**src/rtl/tpwl_map.svh**
```systemverilog
// Timing constants for the thermistor pulse width link
// Assumes a 100 MHz core clock; all counts are derived from printed times
`ifndef TPWL_MAP_SVH
`define TPWL_MAP_SVH
`define TPWL_CLK_MHZ          100
`define TPWL_GLITCH_NS        500
`define TPWL_GLITCH_CYC       ((`TPWL_GLITCH_NS * `TPWL_CLK_MHZ) / 1000)
`define TPWL_START_US         5
`define TPWL_START_CYC        (`TPWL_START_US * `TPWL_CLK_MHZ)
`define TPWL_READY_US         125
`define TPWL_READY_CYC        (`TPWL_READY_US * `TPWL_CLK_MHZ)
`define TPWL_CONV_MS          102
`define TPWL_CONV_CYC         (`TPWL_CONV_MS * 1000 * `TPWL_CLK_MHZ)
`define TPWL_LOW_US           4900
`define TPWL_LOW_CYC          (`TPWL_LOW_US * `TPWL_CLK_MHZ)
`define TPWL_OFFSET_PPM       200
`define TPWL_FAULT_PCT        5
`define TPWL_FAULT_FRAC       16'h0666
`define TPWL_FAULT_SHIFT      17
`define TPWL_RATIO_SHIFT      16
`define TPWL_PPM_SCALE        1000000
`define TPWL_CHANNELS         4
`endif

```
**src/rtl/tpwl_pkg.sv**
```systemverilog
// Types for the thermistor pulse width link
// Assumes the constants of tpwl_map.svh
package tpwl_pkg;
    typedef enum logic [2:0] {
        TPWL_SLEEP,
        TPWL_START,
        TPWL_CONVERT,
        TPWL_READY,
        TPWL_HIGH,
        TPWL_LOW
    } tpwl_state_e;
endpackage : tpwl_pkg

```
**src/rtl/tpwl_deglitch.sv**
```systemverilog
// Line input synchroniser and glitch filter
// Assumes line_i is asynchronous to clk_i; output changes only after a stable run
`timescale 1ns/1ps
`default_nettype none
`include "tpwl_map.svh"
module tpwl_deglitch #(
    parameter int unsigned FILT_CYC = `TPWL_GLITCH_CYC
) (
    input  wire logic clk_i,
    input  wire logic rst_n_i,
    input  wire logic line_i,
    output var  logic line_o
);
    logic        sync_a;
    logic        sync_b;
    logic [15:0] run;
    logic [15:0] next_run;
    logic        next_line;

    // Count cycles the synced level differs from the filtered level
    always_comb begin
        next_run  = 16'h0000;
        next_line = line_o;
        if (sync_b != line_o) begin
            if (run >= 16'(FILT_CYC - 1)) begin
                next_line = sync_b; // RULE_11
            end else begin
                next_run = run + 16'h0001;
            end
        end
    end

    // Two-stage synchroniser and filter state; line idles high
    always_ff @(posedge clk_i or negedge rst_n_i) begin
        if (!rst_n_i) begin
            sync_a <= 1'b1;
            sync_b <= 1'b1;
            run    <= 16'h0000;
            line_o <= 1'b1;
        end else begin
            sync_a <= line_i;
            sync_b <= sync_a;
            run    <= next_run;
            line_o <= next_line;
        end
    end
endmodule : tpwl_deglitch
`default_nettype wire

```
**src/rtl/tpwl_link.sv**
```systemverilog
// Device side of the single-wire thermistor pulse width link
// Assumes an external pull-up on the line and per-channel resistor_voltage codes
// Function
// [RULE_01] Idle in sleep with the line released so the pull-up holds it high.
// [RULE_02] The controller starts a measurement with a low of at least 5 us, then releases.
// [RULE_03] On release after a valid start, power the reference and scan the four channels.
// [RULE_04] Channels are energised only while a measurement is running.
// [RULE_05] After the conversion period, drive the line low for 125 us as data ready.
// [RULE_06] Then release the line for a time proportional to channel one's resistor voltage.
// [RULE_07] Each high interval is followed by a low proportional to the reference.
// [RULE_08] Four high/low pairs are sent, then the line is released and the device sleeps.
// [RULE_09] High over low equals resistor over reference voltage minus 0.0002.
// [RULE_10] An open or shorted channel yields a high shorter than 5% of the low.
// [RULE_11] Line disturbances shorter than about 500 ns are ignored.
// [RULE_12] Both sides only pull the line low; a released line reads high.
// [RULE_13] The controller times each interval and flags ratios under the fault limit.
`timescale 1ns/1ps
`default_nettype none
`include "tpwl_map.svh"
module tpwl_link #(
    parameter int unsigned CONV_CYC  = `TPWL_CONV_CYC,
    parameter int unsigned LOW_CYC   = `TPWL_LOW_CYC,
    parameter int unsigned READY_CYC = `TPWL_READY_CYC,
    parameter int unsigned START_CYC = `TPWL_START_CYC,
    parameter int unsigned CH_NUM    = `TPWL_CHANNELS
) (
    input  wire logic        clk_i,
    input  wire logic        reset_n_i,
    input  wire logic        line_i,        // Shared line level
    output var  logic        line_o,        // Always low when driven
    output var  logic        line_oe_o,     // High while pulling the line low
    input  wire logic [15:0] ratio_i,       // Resistor/reference ratio, 1.0 = 16'hFFFF
    input  wire logic        fault_i,       // Selected channel open or shorted
    output var  logic [3:0]  sensor_en_o,   // One-hot channel drive, sensor_ch1 in bit 0
    output var  logic        ref_en_o,      // Reference applied to series_resistor
    output var  logic [1:0]  sel_o          // Channel whose ratio is sampled
);
    logic rst_a;
    logic rst_n;

    // Reset release through two flip-flops
    always_ff @(posedge clk_i or negedge reset_n_i) begin
        if (!reset_n_i) begin
            rst_a <= 1'b0;
            rst_n <= 1'b0;
        end else begin
            rst_a <= 1'b1;
            rst_n <= rst_a;
        end
    end

    logic line_f;

    // Synchronised, filtered view of the line
    tpwl_deglitch #(
        .FILT_CYC (`TPWL_GLITCH_CYC)
    ) u_deglitch (
        .clk_i   (clk_i),
        .rst_n_i (rst_n),
        .line_i  (line_i),
        .line_o  (line_f)
    );

    tpwl_pkg::tpwl_state_e state;
    tpwl_pkg::tpwl_state_e next_state;
    logic [31:0] cnt;
    logic [31:0] next_cnt;
    logic [1:0]  ch;
    logic [1:0]  next_ch;
    logic [31:0] high_len [CH_NUM];
    logic [31:0] next_high_len;
    logic        cap;
    logic        next_oe;
    logic [3:0]  next_sensor;
    logic        next_ref;
    logic [31:0] next_high_arr [CH_NUM];

    // High interval from ratio: LOW*(ratio - offset), floored at zero; a fixed short interval on fault
    function automatic logic [31:0] high_of(input logic [15:0] r, input logic f);
        logic [47:0] prod;
        logic [31:0] off;
        logic [31:0] raw;
        prod = 48'(r) * 48'(LOW_CYC);
        off  = 32'((64'(LOW_CYC) * `TPWL_OFFSET_PPM) / `TPWL_PPM_SCALE);
        raw  = 32'(prod >> `TPWL_RATIO_SHIFT);
        if (f) begin
            high_of = 32'((48'(LOW_CYC) * `TPWL_FAULT_FRAC) >> `TPWL_FAULT_SHIFT); // RULE_10
        end else if (raw > off) begin
            high_of = raw - off; // RULE_09
        end else begin
            high_of = 32'h0000_0000;
        end
    endfunction : high_of

    // Sequencer next-state logic
    always_comb begin
        next_state    = state;
        next_cnt      = cnt + 32'h0000_0001;
        next_ch       = ch;
        next_oe       = 1'b0;
        next_sensor   = 4'h0;
        next_ref      = 1'b0;
        cap           = 1'b0;
        next_high_len = high_of(ratio_i, fault_i);
        case (state)
            // Asleep with the line released until a low is seen
            tpwl_pkg::TPWL_SLEEP: begin
                next_cnt = 32'h0000_0000; // RULE_01
                if (!line_f) begin
                    next_state = tpwl_pkg::TPWL_START;
                end
            end

            // Time the start low; a short one returns to sleep
            tpwl_pkg::TPWL_START: begin
                if (line_f) begin
                    next_cnt = 32'h0000_0000;
                    if (cnt >= 32'(START_CYC - `TPWL_GLITCH_CYC)) begin // RULE_02
                        next_state = tpwl_pkg::TPWL_CONVERT; // RULE_03
                        next_ch    = 2'h0;
                    end else begin
                        next_state = tpwl_pkg::TPWL_SLEEP;
                    end
                end
            end

            // Reference on, one channel per quarter of the period
            tpwl_pkg::TPWL_CONVERT: begin
                next_ref    = 1'b1; // RULE_03
                next_sensor = 4'h1 << ch; // RULE_04
                // Each channel gets a quarter of the conversion period
                if (cnt == 32'(CONV_CYC / CH_NUM - 1)) begin
                    cap      = 1'b1;
                    next_cnt = 32'h0000_0000;
                    next_ch  = ch + 2'h1;
                    if (ch == 2'(CH_NUM - 1)) begin
                        next_state  = tpwl_pkg::TPWL_READY;
                        next_oe     = 1'b1; // RULE_05
                        next_ref    = 1'b0;
                        next_sensor = 4'h0;
                    end
                end
            end

            // Data-ready low of fixed length
            tpwl_pkg::TPWL_READY: begin
                next_oe = 1'b1; // RULE_05
                if (cnt == 32'(READY_CYC - 1)) begin
                    next_oe    = 1'b0;
                    next_cnt   = 32'h0000_0000;
                    next_state = tpwl_pkg::TPWL_HIGH; // RULE_06
                end
            end

            // Line released for the channel's high interval
            tpwl_pkg::TPWL_HIGH: begin
                if (cnt >= high_len[ch]) begin
                    next_oe    = 1'b1; // RULE_07
                    next_cnt   = 32'h0000_0000;
                    next_state = tpwl_pkg::TPWL_LOW;
                end
            end

            // Reference-proportional low, then next channel or sleep
            tpwl_pkg::TPWL_LOW: begin
                next_oe = 1'b1; // RULE_07
                if (cnt == 32'(LOW_CYC - 1)) begin
                    next_oe  = 1'b0;
                    next_cnt = 32'h0000_0000;
                    next_ch  = ch + 2'h1;
                    if (ch == 2'(CH_NUM - 1)) begin
                        next_state = tpwl_pkg::TPWL_SLEEP; // RULE_08
                    end else begin
                        next_state = tpwl_pkg::TPWL_HIGH; // RULE_08
                    end
                end
            end

            // Unused codes fall back to sleep
            default: begin
                next_state = tpwl_pkg::TPWL_SLEEP;
            end
        endcase
    end

    // Hold every captured interval; load the slot's channel at its end
    always_comb begin
        for (int i = 0; i < CH_NUM; i++) begin
            next_high_arr[i] = high_len[i];
        end
        if (cap) begin
            next_high_arr[ch] = next_high_len; // RULE_06
        end
    end

    // Sequencer registers; line only ever driven low
    always_ff @(posedge clk_i or negedge rst_n) begin
        if (!rst_n) begin
            state       <= tpwl_pkg::TPWL_SLEEP;
            cnt         <= 32'h0000_0000;
            ch          <= 2'h0;
            line_oe_o   <= 1'b0;
            line_o      <= 1'b0;
            sensor_en_o <= 4'h0;
            ref_en_o    <= 1'b0;
            sel_o       <= 2'h0;
            for (int i = 0; i < CH_NUM; i++) begin
                high_len[i] <= 32'h0000_0000;
            end
        end else begin
            state       <= next_state;
            cnt         <= next_cnt;
            ch          <= next_ch;
            line_oe_o   <= next_oe; // RULE_12
            line_o      <= 1'b0; // RULE_12
            sensor_en_o <= next_sensor;
            ref_en_o    <= next_ref;
            sel_o       <= next_ch;
            for (int i = 0; i < CH_NUM; i++) begin
                high_len[i] <= next_high_arr[i];
            end
        end
    end
endmodule : tpwl_link
`default_nettype wire

```
**config.mk**
```make
export PLATFORM = sky130hd
export DESIGN_NAME = tpwl_link
export DESIGN_NICKNAME = d
export VERILOG_FILES = /design/src/rtl/tpwl_pkg.sv /design/src/rtl/tpwl_deglitch.sv /design/src/rtl/tpwl_link.sv
export VERILOG_INCLUDE_DIRS = /design/src /design/src/rtl
export SDC_FILE = /design/constraint.sdc
export NUM_CORES = 1
export LEC_CHECK = 0
export BUFFER_PORTS_ARGS = -buffer_cell sky130_fd_sc_hd__buf_2
export CELL_PAD_IN_SITES_DETAIL_PLACEMENT = 0
export CELL_PAD_IN_SITES_GLOBAL_PLACEMENT = 2
export CORE_AREA = 2 2 154 216
export DETAILED_ROUTE_END_ITERATION = 10
export DIE_AREA = 0 0 156 218
export PLACE_DENSITY = 0.76
export SYNTH_ARGS = -nofsm -noshare
export SYNTH_HDL_FRONTEND = slang
export SYNTH_HIERARCHICAL = 1
export SYNTH_SLANG_ARGS = --single-unit
```
**constraint.sdc**
```tcl
create_clock -name clk_i -period 4.6 [get_ports clk_i]
set_input_delay 0.46 -clock clk_i [delete_from_list [all_inputs] [get_ports clk_i]]
set_output_delay 0.46 -clock clk_i [all_outputs]
set_load 0.01 [all_outputs]
```
==> impl_metrics.json <==
{
  "status": "finished, violations left",
  "violations": "setup timing",
  "grt_pass1_wl_microns": 49100,
  "finalWirelength_microns": 29300,
  "reg2reg_from": "ch[0]",
  "synth_edf_count": 0,
  "synth_cell_types": 79,
  "ant_nets": 0,
  "drive_gt1_share_pct": 28.8,
  "min_period_over_period_pct": 131,
  "worstSetupEndpoint": "high_len[104]",
  "drc": 0,
  "placed_area_sq_um": 14300,
  "final_hold_viol_count": 0,
  "min_period_ps": 6020,
  "drtIter0Drc": 322,
  "grt_pass1_vias": 9949,
  "path_max_fanout": 8,
  "synthTopCellsByCount": "inv_1 (163), ha_1 (147), dfrtp_1 (141)",
  "fin_area_sq_um": 15600,
  "use_met1_pct": 19.3,
  "start_util_pct": 38.6,
  "grt_use_met2_pct": 36.8,
  "yosysSeqAreaShare_pct": 29.1,
  "busiest_layer": "met2",
  "layout_setup_ws_ps": -1420,
  "cp-start-kind": "primary input",
  "worstPathRequired_ps": 4910,
  "viasPerCell": 5.09,
  "place.gp.congestion": 0.791,
  "dp.final_hpwl_microns": 23800,
  "grt_overflow": 0,
  "async_flop_share_pct": 100,
  "worstSetupEndpointType": "register",
  "clock_latency_ps": 430,
  "syn-mean-instance-area_sq_um": 10.2,
  "root_buffer": "clkbuf_16",
  "ys.flop_type": "dfrtp_1",
  "die_area_sq_um": 34000,
  "firstDrtPassIters": 4,
  "vias": 9256,
  "cp.arrival_ps": 6330,
  "grt_start_max_net_pins": 76,
  "fmax_mhz": 166,
  "cts_buffer_depth": 2,
  "ff2ff_setup_slack_ps": 800,
  "setup_viol": 80,
  "synth_top_cell_by_area": "dfrtp_1",
  "antennaDiodeCount": 0,
  "slew-limit-headroom_pct": 36.1,
  "synth_top_area_share_pct": 28.5,
  "areaGrowthSynthToFinish_pct": 25.9,
  "io-pin-count": 29,
  "netlist_area_sq_um": 12400,
  "worst_pin_slew_ps": 958,
  "dieWidth_microns": 156,
  "antenna_found_initial": 0,
  "worstSetupStartpoint": "ratio_i[5]",
  "htreeDepth": 4,
  "cts_sinks": 144,
  "track_usage_pct": 18.1,
  "row_count": 78,
  "die_h_microns": 218,
  "io_buffers": 27,
  "ys_top_cells_by_area": "dfrtp_1 (28%), ha_1 (15%), fa_1 (14%)",
  "clk_pin_slew_worst_paths_ps": 60,
  "tns_ps": -108660,
  "max_cap_violations": 0,
  "met3_usage_pct": 2.17,
  "synthCells": 1212,
  "wire_per_inst_microns": 16.1,
  "worstSetupPathType": "in -> reg",
  "rsz0062_at_grt": "true",
  "clock_skew_ps": 6.53,
  "drv_slew": 0,
  "min_path_type": "in -> reg",
  "cts_tree": "yes",
  "ys_ff_latch": 144,
  "r2r-end": "cnt[23]",
  "yosysWarnings": 6,
  "layout.nets": 1660,
  "cts_buffers": 17,
  "reg2reg_depth": 15,
  "yosys.cell_count.top_type": "inv_1",
  "core_area_sq_um": 32100
}
routing by layer:
layer / routed length, microns / share of wire, %
met1: 11300 / 39
met2: 17000 / 58
met3: 377 / 1.3
met4: 544 / 1.9
met5: 0 / 0
how the worst min path moves through the flow:
stage	start	to	slack, ps	depth (start not counted)
2_1_floorplan	reset_n_i	rst_a	160	0
3_3_place_gp	reset_n_i	rst_a	240	1
3_5_place_dp	reset_n_i	rst_a	250	1
4_1_cts	line_i	u_deglitch/sync_a	110	1
5_1_grt	line_i	u_deglitch/sync_a	110	1
6_report	line_i	u_deglitch/sync_a	130	1
timing repair:
action / in CTS / in global routing
setup endpoints to repair: 80 / 80
hold endpoints to repair: 2 / 0
buffers inserted: 7 / 5
hold buffers: 1 / 0
pin swaps: 43 / 35
resized for setup: 73 / 94
state kept, by name, summed over array words and instances (netlist names):
signal,count
high_len,80
u_deglitch/sync_b,1
line_oe_o,1
u_deglitch/line_o,1
sensor_en_o,4
u_deglitch/sync_a,1
ch,2
state,3
ref_en_o,1
rst_n,1
rst_a,1
cnt,32
u_deglitch/run,16
area by class of cell:
| class | instances | area, sq um |
|---|---|---|
| fill | 3042 | 16500 |
| timing repair buffer | 207 | 1560 |
| inverter | 164 | 634 |
| tap | 400 | 500 |
| clock inverter | 14 | 178 |
| sequential | 144 | 3610 |
| multi-input combinational | 870 | 8680 |
| clock buffer | 18 | 439 |
layout by cell type, fill, tap and decap left out, drive strengths merged, types with 6 or more instances in the layout:
cell      n
or3       7
and3      9
dfrtp   141
mux4     21
clkbuf   18
nor4      8
nor2     51
a211oi    6
o21a      6
nand4    16
nand2b    6
o211ai    8
nor3b     7
o31ai     8
nand3    25
nand2    87
ha      147
fa       89
a21oi    59
o21ai    65
inv     168
mux2     27
and2      8
xor2     31
conb     12
xnor2    33
buf     206
nor2b     9
nor3     16
or4       6
a22o     16
a21o     24
worst max-delay path: stages:
cell	delay (ps)
buf_4	130
buf_4	150
ha_1	210
buf_4	150
fa_1	490
fa_1	520
fa_1	510
inv_2	40
fa_1	540
inv_2	50
ha_4	240
ha_4	260
and4_4	200
and4_4	150
a221oi_4	350
o21a_4	200
mux2_4	310
or4_4	510
nor3_4	210
buf_12	160
inv_8	40
a21o_1	180
mux2_4	270
cells by family (layout without fill, tap and decap cells):
family / Yosys count / count (layout) / synth area share (%)
muxes: 52 / 52 / 6.62
xor gates and xnor gates: 64 / 64 / 4.52
and+or+nand+nor: 278 / 278 / 11.8
DFF: 144 / 144 / 29.1
other: 3 / 12 / 0.0908
AOI/OAI and AO/OA: 228 / 228 / 12.2
buffers and inverters: 207 / 403 / 6.49
adders and majority gates: 236 / 236 / 29.2
through the flow:
step	utilization (%)	hold WS (ps)	setup WS [ps]	instances
2_1_floorplan	-	164	-1860	1221
3_3_place_gp	44.4	245	-2090	1773
3_5_place_dp	44.4	249	-2170	1773
4_1_cts	47.5	112	-1430	1813
5_1_grt	48.6	110	-1600	1817
6_report	48.6	131	-1420	1817
Power is not shown: default switching activity piles up to over one toggle a cycle in this logic, so the estimate is an artifact.
